==> config.mk <==
export PLATFORM = sky130hd
export DESIGN_NAME = idm_ctrl
export DESIGN_NICKNAME = d
export VERILOG_FILES = /design/src/idm_pkg.sv /design/src/idm_mode_if.sv /design/src/idm_ctrl.sv /design/src/idm_sync3.sv /design/src/idm_mode_dec.sv
export SDC_FILE = /design/constraint.sdc
export NUM_CORES = 1
export LEC_CHECK = 0
export BUFFER_PORTS_ARGS = -buffer_cell sky130_fd_sc_hd__buf_2
export CORE_UTILIZATION = 40
export CTS_BUF_LIST = sky130_fd_sc_hd__clkbuf_2 sky130_fd_sc_hd__clkbuf_4 sky130_fd_sc_hd__clkbuf_8
export CTS_CLUSTER_SIZE = 14
export DETAILED_ROUTE_END_ITERATION = 16
export PLACE_DENSITY = 0.75
export RECOVER_POWER = 25
export SLEW_MARGIN = 10
export SYNTH_ARGS = -nofsm -noshare
export SYNTH_HDL_FRONTEND = slang
export SYNTH_SLANG_ARGS = --single-unit
==> constraint.sdc <==
create_clock -name CLK_SYS -period 6.75 [get_ports CLK_SYS]
set_input_delay 0.3375 -clock CLK_SYS [delete_from_list [all_inputs] [get_ports CLK_SYS]]
set_output_delay 0.3375 -clock CLK_SYS [all_outputs]
set_load 0.05 [all_outputs]
==> src/idm_pkg.sv <==
// package for the interrupt/dma mode control register block
// assumes a 16-bit control word reached over a classic wishbone slave port
package idm_pkg;

  // bus geometry
  localparam int WB_AW = 8;
  localparam int WB_DW = 32;
  localparam int CTRL_W = 16;

  // register byte addresses
  localparam logic [7:0] ADR_CTRL = 8'h04;
  localparam logic [7:0] ADR_STAT = 8'h08;
  localparam logic [7:0] ADR_CLR = 8'h0c;

  // control register reset value
  localparam logic [15:0] CTRL_RESET = 16'h0000;

  // control register field positions
  localparam int B_LINK = 15;
  localparam int B_UP_EN = 14;
  localparam int B_LO_EN = 13;
  localparam int B_TC_IE = 12;
  localparam int B_OD_IE = 11;
  localparam int B_AD_IE = 10;
  localparam int B_IO_INT = 9;
  localparam int B_CHA = 8;
  localparam int B_CHB = 7;
  localparam int B_CONV = 6;
  localparam int B_OUT1 = 5;
  localparam int B_OUT0 = 4;
  localparam int B_SENSE = 3;
  localparam int B_LSEL_HI = 2;
  localparam int B_LSEL_LO = 0;

  // clear strobe register bit positions
  localparam int C_TC = 0;
  localparam int C_OUT = 1;
  localparam int C_ACQ = 2;

  // status register bit positions
  localparam int S_TC = 0;
  localparam int S_OUT = 1;
  localparam int S_ACQ = 2;
  localparam int S_IRQ = 3;
  localparam int S_VALID = 4;
  localparam int S_BUF = 5;
  localparam int S_PH_A = 6;
  localparam int S_PH_B = 7;
  localparam int S_DIG_LO = 8;

  // digital ports and pin synchroniser layout
  localparam int PORT_W = 4;
  localparam int DIG_W = 8;
  localparam int SYNC_W = 11;
  localparam logic [10:0] SYNC_RESET = 11'h006;

  // host interrupt levels reachable by the line select field
  localparam int NUM_LEVELS = 16;
  localparam logic [3:0] IRQ_LEVEL [8] = '{4'h3, 4'h4, 4'h5, 4'h7, 4'ha, 4'hb, 4'hc, 4'hf};

  // request source of a dma channel
  typedef enum logic [2:0] {
    SRC_NONE = 3'b000,
    SRC_OUT0 = 3'b001,
    SRC_OUT1 = 3'b010,
    SRC_OUTI = 3'b011,
    SRC_CONV = 3'b100
  } idm_src_e;

  // active channel of a double-buffered pair
  typedef enum logic {
    BUF_A = 1'b0,
    BUF_B = 1'b1
  } idm_buf_e;

endpackage : idm_pkg

==> src/idm_mode_if.sv <==
// mode bits in, channel routing and interrupt kinds out
// assumes idm_pkg is compiled first
`timescale 1ns/1ps
interface idm_mode_if import idm_pkg::*; ();
  logic io_int;
  logic cha;
  logic chb;
  logic conv;
  logic out1;
  logic out0;
  idm_src_e src_a;
  idm_src_e src_b;
  logic dbl;
  logic tmr_irq;
  logic conv_irq;
  logic valid;
  modport dec (input io_int, cha, chb, conv, out1, out0,
               output src_a, src_b, dbl, tmr_irq, conv_irq, valid);
  modport ctl (output io_int, cha, chb, conv, out1, out0,
               input src_a, src_b, dbl, tmr_irq, conv_irq, valid);
endinterface : idm_mode_if

==> src/idm_ctrl.sv <==
// interrupt/dma mode control register with request routing and pin drive
// assumes a classic wishbone master, one 50 MHz clock, converter events
// on the same clock, and host dma pins that need synchronising
//
// Added by the designer: the Wishbone register port.
`timescale 1ns/1ps

// Overview of operation
// - write-only 16-bit control word at offset 04, cleared by reset.
// - bit 15 enables the serial sample link to the processing board.
// - bit 14 lets the output latch drive the upper digital port.
// - bit 13 lets the output latch drive lower digital lines one to four.
// - bit 12 raises an interrupt on terminal count; clear strobe ends it.
// - bit 11 raises an interrupt at output sequence end; strobe clears it.
// - bit 10 raises an interrupt at acquisition end; strobe clears it.
// - bit 9 with channel and request bits selects input/output interrupts.
// - bit 8 enables requests on the primary dma channel only.
// - bit 7 enables requests on the secondary dma channel only.
// - bit 6 makes a result in the input fifo issue a request.
// - primary channel alone feeds converter 0, 1, both, or carries samples.
// - secondary channel alone maps the same way as the primary.
// - both channels serve converters double-buffered, or synchronously for pattern 011.
// - both channels with conversion request alone alternate input samples double-buffered.
// - bits 5 and 4 request when converter 1 or 0 is ready.
// - interrupts without dma give timer and conversion interrupts, possibly together.
// - bits 2 to 0 pick host interrupt level 3,4,5,7,10,11,12,15.
// - bit 3 grounds the sense pin except in non-referenced single-ended mode.
module idm_ctrl import idm_pkg::*; (
  // clock and reset
  input wire logic CLK_SYS,
  input wire logic RST_N,
  // wishbone slave
  input wire logic WB_CYC_I,
  input wire logic WB_STB_I,
  input wire logic WB_WE_I,
  input wire logic [WB_AW-1:0] WB_ADR_I,
  input wire logic [3:0] WB_SEL_I,
  input wire logic [WB_DW-1:0] WB_DAT_I,
  output logic [WB_DW-1:0] WB_DAT_O,
  output logic WB_ACK_O,
  // host dma controller pins
  input wire logic TRANSFER_TERMINAL_COUNT,
  input wire logic DMA_ACK_A_N,
  input wire logic DMA_ACK_B_N,
  output logic DMA_REQ_A,
  output logic DMA_REQ_B,
  // host interrupt lines, one per level
  output logic [NUM_LEVELS-1:0] IRQ_LEVEL_O,
  // converter events on this clock
  input wire logic CONV_AVAIL,
  input wire logic OUT0_READY,
  input wire logic OUT1_READY,
  input wire logic OUT_SEQ_DONE,
  input wire logic ACQ_SEQ_DONE,
  // serial sample link
  output logic SAMPLE_LINK_ENABLE,
  // digital port lines
  input wire logic [DIG_W-1:0] DIG_OUT_LATCH,
  input wire logic [DIG_W-1:0] DIGITAL_PORT_LINE_I,
  output logic [DIG_W-1:0] DIGITAL_PORT_LINE_O,
  output logic [DIG_W-1:0] DIGITAL_PORT_LINE_OE,
  // analog sense pin
  input wire logic NONREFERENCED_SINGLE_ENDED,
  output logic ANALOG_SENSE_PIN_O,
  output logic ANALOG_SENSE_PIN_OE
);

  // control word and its fields
  logic [CTRL_W-1:0] ctrl;
  wire sample_link_enable = ctrl[B_LINK];
  wire upper_port_drive_enable = ctrl[B_UP_EN];
  wire lower_port_drive_enable = ctrl[B_LO_EN];
  wire transfer_count_irq_enable = ctrl[B_TC_IE];
  wire output_done_irq_enable = ctrl[B_OD_IE];
  wire acquisition_done_irq_enable = ctrl[B_AD_IE];
  wire primary_channel_enable = ctrl[B_CHA];
  wire secondary_channel_enable = ctrl[B_CHB];
  wire conversion_request_enable = ctrl[B_CONV];
  wire output1_request_enable = ctrl[B_OUT1];
  wire output0_request_enable = ctrl[B_OUT0];
  wire sense_ground_drive = ctrl[B_SENSE];
  wire [2:0] irq_line_select = ctrl[B_LSEL_HI:B_LSEL_LO];

  // bus handshake state
  logic ack;
  logic [WB_DW-1:0] rd_data;

  // synchronised pins and their previous values
  logic [SYNC_W-1:0] pin_s;
  logic [2:0] pin_prev;

  // sticky completion flags
  logic tc_pend;
  logic out_pend;
  logic acq_pend;

  // dma channel sequencing state
  idm_buf_e buf_sel;
  idm_buf_e next_buf_sel;
  logic phase_a;
  logic phase_b;
  logic irq_any;

  // mode decode link
  // the decoder holds no state
  idm_mode_if mode ();

  // ready test of a channel source; interleaving alternates converters
  // source none is never ready
  function automatic logic src_ready(input idm_src_e s, input logic ph,
                                     input logic conv, input logic r0, input logic r1);
    case (s)
      SRC_CONV: src_ready = conv;
      SRC_OUT0: src_ready = r0;
      SRC_OUT1: src_ready = r1;
      SRC_OUTI: src_ready = ph ? r1 : r0;
      default: src_ready = 1'b0;
    endcase
  endfunction : src_ready

  // mode decoder fed from the control word
  assign mode.io_int = ctrl[B_IO_INT];
  assign mode.cha = primary_channel_enable;
  assign mode.chb = secondary_channel_enable;
  assign mode.conv = conversion_request_enable;
  assign mode.out1 = output1_request_enable;
  assign mode.out0 = output0_request_enable;

  idm_mode_dec u_dec (
    .m(mode)
  );

  // pin synchroniser: terminal count, both acknowledges, digital lines
  // acknowledges idle high; their stages reset high, the others low
  idm_sync3 #(
    .W(SYNC_W),
    .RST_VAL(SYNC_RESET)
  ) u_sync (
    .clk(CLK_SYS),
    .rst_n(RST_N),
    .d({DIGITAL_PORT_LINE_I, DMA_ACK_B_N, DMA_ACK_A_N, TRANSFER_TERMINAL_COUNT}),
    .q(pin_s)
  );

  // host pin events
  // edges from filtered levels only
  wire tc_evt = pin_s[0] & ~pin_prev[0];
  wire done_a = pin_s[1] & ~pin_prev[1]; // acknowledge released
  wire done_b = pin_s[2] & ~pin_prev[2];
  wire [DIG_W-1:0] dig_in = pin_s[SYNC_W-1:3];

  // bus decode
  // writes land at the edge where ack is high
  wire req_on = WB_CYC_I & WB_STB_I;
  wire wr_fire = req_on & WB_WE_I & ack;
  wire hit_ctrl = (WB_ADR_I == ADR_CTRL);
  wire hit_stat = (WB_ADR_I == ADR_STAT);
  wire hit_clr = (WB_ADR_I == ADR_CLR);
  wire wr_ctrl = wr_fire & hit_ctrl;
  wire clr_lane = wr_fire & hit_clr & WB_SEL_I[0];

  // control word after a byte-lane write
  // lanes two and three are dropped
  wire [7:0] next_ctrl_lo = WB_SEL_I[0] ? WB_DAT_I[7:0] : ctrl[7:0];
  wire [7:0] next_ctrl_hi = WB_SEL_I[1] ? WB_DAT_I[15:8] : ctrl[15:8];
  wire [CTRL_W-1:0] next_ctrl = wr_ctrl ? {next_ctrl_hi, next_ctrl_lo} : ctrl;

  // clear strobes
  // strobes need lane zero
  wire clr_tc = clr_lane & WB_DAT_I[C_TC];
  wire clr_out = clr_lane & WB_DAT_I[C_OUT];
  wire clr_acq = clr_lane & WB_DAT_I[C_ACQ];

  // sticky flags: a new event beats a clear in the same cycle
  // enables gate new events, never clear flags
  wire next_tc_pend = (tc_evt & transfer_count_irq_enable) | (tc_pend & ~clr_tc);
  wire next_out_pend = (OUT_SEQ_DONE & output_done_irq_enable) | (out_pend & ~clr_out);
  wire next_acq_pend = (ACQ_SEQ_DONE & acquisition_done_irq_enable) | (acq_pend & ~clr_acq);

  // converter readiness filtered by the request enables
  // raw readiness when both channels carry no request bit
  wire [1:0] outsel = {output1_request_enable, output0_request_enable};
  wire dual_free = primary_channel_enable & secondary_channel_enable &
                   ~conversion_request_enable & (outsel == 2'b00);
  wire out0_rdy = OUT0_READY & (output0_request_enable | dual_free);
  wire out1_rdy = OUT1_READY & (output1_request_enable | dual_free);
  wire conv_rdy = CONV_AVAIL & conversion_request_enable;

  // input/output interrupt sources from the mode decode
  // conversion-only dma modes time on raw converter readiness
  wire tmr_free = conversion_request_enable & (outsel == 2'b00);
  wire tmr_ready = tmr_free ? (OUT0_READY | OUT1_READY) : (out0_rdy | out1_rdy);
  wire tmr_irq_now = mode.tmr_irq & tmr_ready;
  wire conv_irq_now = mode.conv_irq & CONV_AVAIL;
  wire next_irq_any = tc_pend | out_pend | acq_pend | tmr_irq_now | conv_irq_now;

  // channel readiness and double-buffer gating
  // double-buffer: only the channel whose turn it is asks
  wire ready_a = src_ready(mode.src_a, phase_a, conv_rdy, out0_rdy, out1_rdy);
  wire ready_b = src_ready(mode.src_b, phase_b, conv_rdy, out0_rdy, out1_rdy);
  wire turn_a = ~mode.dbl | (buf_sel == BUF_A);
  wire turn_b = ~mode.dbl | (buf_sel == BUF_B);
  wire next_req_a = primary_channel_enable & mode.valid & ready_a & turn_a;
  wire next_req_b = secondary_channel_enable & mode.valid & ready_b & turn_b;

  // interleave phases advance per completed transfer
  // an acknowledge release ends one transfer
  wire next_phase_a = (mode.src_a == SRC_OUTI) ? (phase_a ^ done_a) : 1'b0;
  wire next_phase_b = (mode.src_b == SRC_OUTI) ? (phase_b ^ done_b) : 1'b0;

  // interrupt level one-hot from the line select
  wire [3:0] level = IRQ_LEVEL[irq_line_select];
  wire [NUM_LEVELS-1:0] level_hot;
  for (genvar i = 0; i < NUM_LEVELS; i++) begin : g_level
    assign level_hot[i] = (level == 4'(i));
  end

  // digital drive and sense pin enables
  wire [DIG_W-1:0] next_dig_oe = {{PORT_W{upper_port_drive_enable}},
                                  {PORT_W{lower_port_drive_enable}}};
  wire next_sense_oe = sense_ground_drive & ~NONREFERENCED_SINGLE_ENDED;

  // status word read back
  // reads have no side effects
  wire [CTRL_W-1:0] status = {dig_in, phase_b, phase_a, buf_sel, mode.valid,
                              irq_any, acq_pend, out_pend, tc_pend};
  assign rd_data = hit_stat ? {{(WB_DW - CTRL_W){1'b0}}, status} : '0;

  // double-buffer channel swap on terminal count
  // swapping at terminal count keeps blocks whole
  always_comb begin
    next_buf_sel = buf_sel;
    case (buf_sel)
      BUF_A: begin
        if (mode.dbl & tc_evt) begin
          next_buf_sel = BUF_B;
        end
      end
      BUF_B: begin
        if (mode.dbl & tc_evt) begin
          next_buf_sel = BUF_A;
        end
      end
      default: begin
        next_buf_sel = BUF_A;
      end
    endcase
    if (!mode.dbl) begin
      next_buf_sel = BUF_A;
    end
  end

  // bus answer: one ack per request, data registered with it
  // ack falls after one cycle even if the request stays
  wire take = req_on & ~ack;
  wire [WB_DW-1:0] next_dat_o = take ? rd_data : WB_DAT_O;
  always_ff @(posedge CLK_SYS or negedge RST_N) begin
    if (!RST_N) begin
      ack <= 1'b0;
      WB_DAT_O <= '0;
    end else begin
      ack <= take;
      WB_DAT_O <= next_dat_o;
    end
  end
  assign WB_ACK_O = ack;

  // control word
  // write-only: never read back
  always_ff @(posedge CLK_SYS or negedge RST_N) begin
    if (!RST_N) begin
      ctrl <= CTRL_RESET;
    end else begin
      ctrl <= next_ctrl;
    end
  end

  // pin history and sticky flags
  // history resets to idle levels: no false edge
  always_ff @(posedge CLK_SYS or negedge RST_N) begin
    if (!RST_N) begin
      pin_prev <= SYNC_RESET[2:0];
      tc_pend <= 1'b0;
      out_pend <= 1'b0;
      acq_pend <= 1'b0;
    end else begin
      pin_prev <= pin_s[2:0];
      tc_pend <= next_tc_pend;
      out_pend <= next_out_pend;
      acq_pend <= next_acq_pend;
    end
  end

  // channel sequencing
  // phases restart when interleave is left
  always_ff @(posedge CLK_SYS or negedge RST_N) begin
    if (!RST_N) begin
      buf_sel <= BUF_A;
      phase_a <= 1'b0;
      phase_b <= 1'b0;
    end else begin
      buf_sel <= next_buf_sel;
      phase_a <= next_phase_a;
      phase_b <= next_phase_b;
    end
  end

  // dma requests and interrupt line
  // registered: no decode glitches on host pins
  always_ff @(posedge CLK_SYS or negedge RST_N) begin
    if (!RST_N) begin
      DMA_REQ_A <= 1'b0;
      DMA_REQ_B <= 1'b0;
      irq_any <= 1'b0;
      IRQ_LEVEL_O <= '0;
    end else begin
      DMA_REQ_A <= next_req_a;
      DMA_REQ_B <= next_req_b;
      irq_any <= next_irq_any;
      IRQ_LEVEL_O <= next_irq_any ? level_hot : '0;
    end
  end

  // pin drive outputs
  // registered: link and port enables move once per write; line data tracks the latch every cycle
  always_ff @(posedge CLK_SYS or negedge RST_N) begin
    if (!RST_N) begin
      SAMPLE_LINK_ENABLE <= 1'b0;
      DIGITAL_PORT_LINE_O <= '0;
      DIGITAL_PORT_LINE_OE <= '0;
      ANALOG_SENSE_PIN_OE <= 1'b0;
    end else begin
      SAMPLE_LINK_ENABLE <= sample_link_enable;
      DIGITAL_PORT_LINE_O <= DIG_OUT_LATCH;
      DIGITAL_PORT_LINE_OE <= next_dig_oe;
      ANALOG_SENSE_PIN_OE <= next_sense_oe;
    end
  end

  // sense pin is pulled to board ground whenever driven
  assign ANALOG_SENSE_PIN_O = 1'b0;

endmodule : idm_ctrl

==> src/idm_sync3.sv <==
// three-flop pin synchroniser; output follows once stages two and three agree
// assumes asynchronous pins and one system clock
`timescale 1ns/1ps
module idm_sync3 import idm_pkg::*; #(
  parameter int W = SYNC_W,
  parameter logic [W-1:0] RST_VAL = '0
) (
  // clock and reset
  input wire logic clk,
  input wire logic rst_n,
  // pins and filtered levels
  input wire logic [W-1:0] d,
  output logic [W-1:0] q
);
  logic [W-1:0] s1;
  logic [W-1:0] s2;
  logic [W-1:0] s3;
  wire [W-1:0] agree = ~(s2 ^ s3);
  wire [W-1:0] next_q = (s3 & agree) | (q & ~agree);

  // shift chain; the first stage feeds only the second
  always_ff @(posedge clk or negedge rst_n) begin
    if (!rst_n) begin
      s1 <= RST_VAL;
      s2 <= RST_VAL;
      s3 <= RST_VAL;
      q <= RST_VAL;
    end else begin
      s1 <= d;
      s2 <= s1;
      s3 <= s2;
      q <= next_q;
    end
  end
endmodule : idm_sync3

==> src/idm_mode_dec.sv <==
// decode of the interrupt/dma mode bits into channel sources
// assumes only listed combinations are written; others route nothing
`timescale 1ns/1ps
module idm_mode_dec import idm_pkg::*; (
  // mode bits in, routing out
  idm_mode_if.dec m
);
  // converter selection shared by the single, dual and mixed converter routings
  function automatic idm_src_e out_source(input logic [1:0] s);
    case (s)
      2'b01: out_source = SRC_OUT0;
      2'b10: out_source = SRC_OUT1;
      2'b11: out_source = SRC_OUTI;
      default: out_source = SRC_NONE;
    endcase
  endfunction : out_source

  // channel and request class terms
  wire [1:0] outsel = {m.out1, m.out0};
  wire any_out = |outsel;
  wire single_a = m.cha & ~m.chb;
  wire single_b = ~m.cha & m.chb;
  wire both = m.cha & m.chb;
  wire neither = ~m.cha & ~m.chb;
  wire conv_only = m.conv & ~any_out;
  wire out_only = ~m.conv & any_out;
  wire single_ok = (single_a | single_b) & (conv_only | out_only);
  wire both_out = both & ~m.conv;
  wire both_conv = both & conv_only;
  wire both_mix = both & m.conv & any_out;
  wire sync_dual = both_out & (outsel == 2'b11);
  wire irq_only = neither & m.io_int & (m.conv | any_out);
  idm_src_e out_src;
  idm_src_e single_src;
  idm_src_e dual_out;
  assign out_src = out_source(outsel);
  assign single_src = conv_only ? SRC_CONV : out_src;
  assign dual_out = any_out ? out_src : SRC_OUTI;

  // channel routing
  assign m.src_a = (single_a & single_ok) ? single_src :
                   sync_dual ? SRC_OUT0 :
                   both_out ? dual_out :
                   both_conv ? SRC_CONV :
                   both_mix ? (m.io_int ? out_src : SRC_CONV) : SRC_NONE;
  assign m.src_b = (single_b & single_ok) ? single_src :
                   sync_dual ? SRC_OUT1 :
                   both_out ? dual_out :
                   both_conv ? SRC_CONV :
                   both_mix ? (m.io_int ? SRC_CONV : out_src) : SRC_NONE;
  assign m.dbl = (both_out & ~sync_dual) | both_conv;

  // interrupt kinds
  assign m.tmr_irq = m.io_int & ((neither & any_out) | ((single_a | single_b) & conv_only) | both_conv);
  assign m.conv_irq = m.io_int & ((neither & m.conv) | ((single_a | single_b) & out_only) | both_out);
  assign m.valid = single_ok | both_out | both_conv | both_mix | irq_only;
endmodule : idm_mode_dec

==> Implementation_results.wiki <==
{| class="wikitable"
! Metric !! Value
|-
| Post-Route Setup TNS || 0 ns
|-
| Core utilization of the finished layout || 52.0%
|-
| Setup slack, reg-to-reg || 3.92 ns
|-
| Post-route clock skew || 0.00896 ns
|-
| Ratio of cells with drive above 1 in the final layout || 35.1%
|-
| Critical path origin || RST_N
|-
| Largest net degree at the start of global routing || 79
|-
| Post-Synthesis Cells || 336
|-
| Crit-path max cell delay || 1.52 ns
|-
| Initial antenna violation count || 0
|-
| Proportion of power drawn by combinational gates || 6.5%
|-
| Power Internal || 1.08 mW
|-
| Switching power summed over all nets || 0.353 mW
|-
| Vias after detailed routing || 3,080
|-
| Worst hold path class || primary input to flop
|-
| Number of violations reported at the end of detailed-routing iteration 0 || 129
|-
| Net switching share of the total power || 24.5%
|-
| Number of nets at the end of the flow || 553
|-
| Worst reg2reg path depth || 8
|-
| Number of synthesis warnings || 0
|-
| Portion of the post-synthesis area used by sequential elements || 64.4%
|-
| Number of buffers added by the clock tree synthesis step || 17
|-
| Count of buffers from port buffering || 108
|-
| Post-DRT Antenna Nets || 0
|-
| Time the worst path needs with I/O delays and setup || 2.96 ns
|-
| Rows || 38
|-
| Insertion delay of the later-clocked pin in the worst-skew pair || 0.43 ns
|-
| Critical path endpoint category || async pin
|-
| Worst Setup Start Kind || primary input
|-
| WS Path Type || primary input to async pin
|-
| Violations in the final reports || max-capacitance violations, max-slew violations
|-
| Area contributors post-synth || sky130_fd_sc_hd__dfrtp_1 59%, sky130_fd_sc_hd__dfstp_2 5.8%, sky130_fd_sc_hd__buf_4 3.9%
|-
| First-pass GRT wire length || 15.8 mm
|-
| Clock tree from TritonCTS || yes
|-
| Required time of the critical path || 7.18 ns
|-
| Pwr/cell area || 252 nW/um^2
|-
| Via count of the first global-routing pass || 3,268
|-
| Final Slew Violations || 41
|-
| Proportion of register bits with asynchronous set or reset after synthesis || 100%
|-
| X dimension of the die || 109 microns
|-
| Met3 global-route usage || 5.68%
|-
| Max-slew headroom || -41.8%
|-
| Aggregate routed wire length || 9.70 mm
|-
| Stages on worst setup path || 3
|-
| Endpoint of the worst setup timing path || u_sync.s3[5]$_DFF_PN0_
|-
| I/O pin count || 144
|-
| Setup violation total in the final timing report || 0
|-
| Flops & latches, synth || 117
|-
| Tot GR Track Use || 18.0%
|-
| DP HPWL || 6.58 mm
|-
| Final global-route overflow total || 0
|-
| Run status || complete, but fails checks
|-
| Root buf cell || sky130_fd_sc_hd__clkbuf_8
|-
| Post-route fraction of the period consumed by the critical path || 43.8%
|-
| Area growth from synthesis to layout || 25.0%
|-
| Proportion of power drawn by flip-flops and latches || 51.3%
|-
| GR peak layer || met2
|-
| Clock transition at the registers of the reported paths || 0.07 ns
|-
| Buffer levels on the longest clock path || 2
|-
| Number of vias per cell || 4.96
|-
| Maximum fanout along the worst path || 78
|-
| RSZ-0062 raised after global routing || false
|-
| Inserted Diodes || 0
|-
| Cell taking the most area after synthesis || sky130_fd_sc_hd__dfrtp_1
|-
| CP top delay family || buffers and inverters
|-
| Slowest library cell on the worst path || sky130_fd_sc_hd__clkbuf_1
|-
| Cell chain of the critical path || dlygate4sd3_1 -> clkbuf_1 -> buf_4
|-
| Die Area || 11,800 sq um
|-
| Detailed-route wire length per cell || 15.6 microns
|-
| Max Clk Rate || 0.338 GHz
|-
| Cells resized by post-CTS repair || 0
|-
| Standby leakage power || 2.82 nW
|-
| Max-cap check violation count || 1
|-
| Endpoint of the most critical register-to-register path || DMA_REQ_B$_DFF_PN0_
|-
| Worst voltage drop across the vdd grid || 0.000190 V
|-
| Die Y-Extent || 109 microns
|-
| CP Buf/Inv Count || 3
|-
| H-tree depth || 4
|-
| Data arrival time of the critical path || 3.39 ns
|-
| Number of detailed-routing iterations run before antenna repair || 4
|-
| Critical R2R Launch || ctrl[4]$_DFFE_PN0P_
|-
| Total core area || 11,000 sq um
|-
| Cell area after synthesis || 4570 sq um
|-
| Met2 usage in global routing || 29.2%
|-
| Post-synth EDFFs || 0
|-
| Actual slew at the worst max-slew pin || 2.13 ns
|-
| Remaining DRCs || 0
|-
| Synth cell types || 54
|-
| Portion of total power attributed to the clock network || 42.2%
|-
| Average footprint of a synthesized cell || 13.6 sq um
|-
| Initial cell density of the core || 41.6%
|-
| Leading register cell type out of synthesis || sky130_fd_sc_hd__dfrtp_1
|-
| Met1 track demand over resource || 22.1%
|-
| Area fraction of the dominant cell type after synthesis || 58.6%
|-
| Clock tree sinks || 117
|-
| Final estimated routing congestion in global placement || 0.835
|-
| Hold Fails Final Rpt || 0
|}
## cells in the mapped netlist, types with 3 or more instances
master	number
sky130_fd_sc_hd__dfrtp_1	107
sky130_fd_sc_hd__buf_4	24
sky130_fd_sc_hd__a22o_1	19
sky130_fd_sc_hd__mux2_2	16
sky130_fd_sc_hd__nand2_1	15
sky130_fd_sc_hd__inv_1	14
sky130_fd_sc_hd__and3_1	13
sky130_fd_sc_hd__maj3_1	11
sky130_fd_sc_hd__dfstp_2	10
sky130_fd_sc_hd__ha_1	10
sky130_fd_sc_hd__nor2_1	9
sky130_fd_sc_hd__o21ai_0	6
sky130_fd_sc_hd__nand3b_1	5
sky130_fd_sc_hd__nor2b_1	5
sky130_fd_sc_hd__nor3b_1	5
sky130_fd_sc_hd__nand2b_1	4
sky130_fd_sc_hd__nor3_1	4
sky130_fd_sc_hd__o211ai_1	4
sky130_fd_sc_hd__a21oi_1	3
sky130_fd_sc_hd__a31oi_1	3
sky130_fd_sc_hd__and3b_2	3
sky130_fd_sc_hd__buf_2	3
sky130_fd_sc_hd__nor4_1	3
sky130_fd_sc_hd__xnor2_1	3
## repair_timing
action	4_1_cts	5_1_grt
buffers inserted	0	0
setup endpoints to repair	0	0
hold buffers	20	0
hold endpoints to repair	58	0
## power groups by stage
stage	registers, mW	logic, mW	clock network, mW
2_1_floorplan	0.759	0.0427	0
3_3_place_gp	0.749	0.0830	0
3_5_place_dp	0.750	0.0851	0
4_1_cts	0.738	0.0937	0.627
5_1_grt	0.739	0.102	0.658
6_report	0.737	0.0929	0.606
## metal layers
layer	wire, microns	vias up
met5	0	-
met4	156	0
met3	528	14
met2	4810	105
met1	4200	1538
li1	-	1423
## cells in the final DEF, fill, tap and decap left out, types with 13 or more instances in the layout
cell type                       count
sky130_fd_sc_hd__buf_2            107
sky130_fd_sc_hd__inv_1             14
sky130_fd_sc_hd__a22o_1            19
sky130_fd_sc_hd__conb_1            17
sky130_fd_sc_hd__nand2_1           15
sky130_fd_sc_hd__dlygate4sd3_1     20
sky130_fd_sc_hd__dfrtp_1          107
sky130_fd_sc_hd__mux2_2            16
sky130_fd_sc_hd__and3_1            13
sky130_fd_sc_hd__clkbuf_8          17
## sequential cells by signal (all words and copies together), names as in the netlist, 2 cells and up, named ones only
| signal | count |
|---|---|
| ctrl | 16 |
| u_sync.s1 | 11 |
| u_sync.s3 | 11 |
| IRQ_LEVEL_O | 16 |
| WB_DAT_O | 16 |
| u_sync.s2 | 11 |
| DIGITAL_PORT_LINE_O | 8 |
| pin_prev | 3 |
| DIGITAL_PORT_LINE_OE | 2 |
## stage by stage
step / std cells / cell area [sq um] / hold WS (ns) / setup WS (ns) / power (mW)
6_report: 621 / 5710 / 0.0574 / 3.79 / 1.44
5_1_grt: 621 / 5710 / 0.0314 / 3.16 / 1.50
4_1_cts: 621 / 5710 / 0.0220 / 3.93 / 1.46
3_5_place_dp: 570 / 5130 / 0.335 / 3.96 / 0.835
3_3_place_gp: 570 / 5130 / 0.328 / 3.98 / 0.832
2_1_floorplan: 352 / 4630 / 0.0419 / 4.31 / 0.802
## worst min path at each step
stage	startpoint	endpoint	slack, ns	cells past startpoint
6_report	NONREFERENCED_SINGLE_ENDED	ANALOG_SENSE_PIN_OE$_DFF_PN0_	0.06	2
5_1_grt	NONREFERENCED_SINGLE_ENDED	ANALOG_SENSE_PIN_OE$_DFF_PN0_	0.03	2
4_1_cts	NONREFERENCED_SINGLE_ENDED	ANALOG_SENSE_PIN_OE$_DFF_PN0_	0.02	2
3_5_place_dp	u_sync.s1[5]$_DFF_PN0_	u_sync.s2[5]$_DFF_PN0_	0.33	0
3_3_place_gp	RST_N	DIGITAL_PORT_LINE_O[4]$_DFF_PN0_	0.33	1
2_1_floorplan	RST_N	ANALOG_SENSE_PIN_OE$_DFF_PN0_	0.04	0
## logic make-up (layout without fill, tap and decap cells)
family                     count (synthesis)  after routing  synth area share (%)
AOI/OAI and AO/OA                         59             59                  10.3
buffers and inverters                     45            174                  5.92
DFF                                      117            117                  64.4
and+or+nand+nor                           74             74                  9.62
other                                      1             17                0.0821
muxes                                     16             16                  3.95
xor gates and xnor gates                   3              3                 0.576
adders and majority gates                 21             21                  5.15
## final cells by class
type / instances / area, sq um
Fill cell: 939 / 5280
Sequential cell: 117 / 2940
Multi-Input combinational cell: 190 / 1420
Timing Repair Buffer: 129 / 747
Clock buffer: 18 / 241
Tap cell: 140 / 175
Clock inverter: 13 / 135
Inverter: 14 / 52.6
Power figures use the tool's default switching activity.
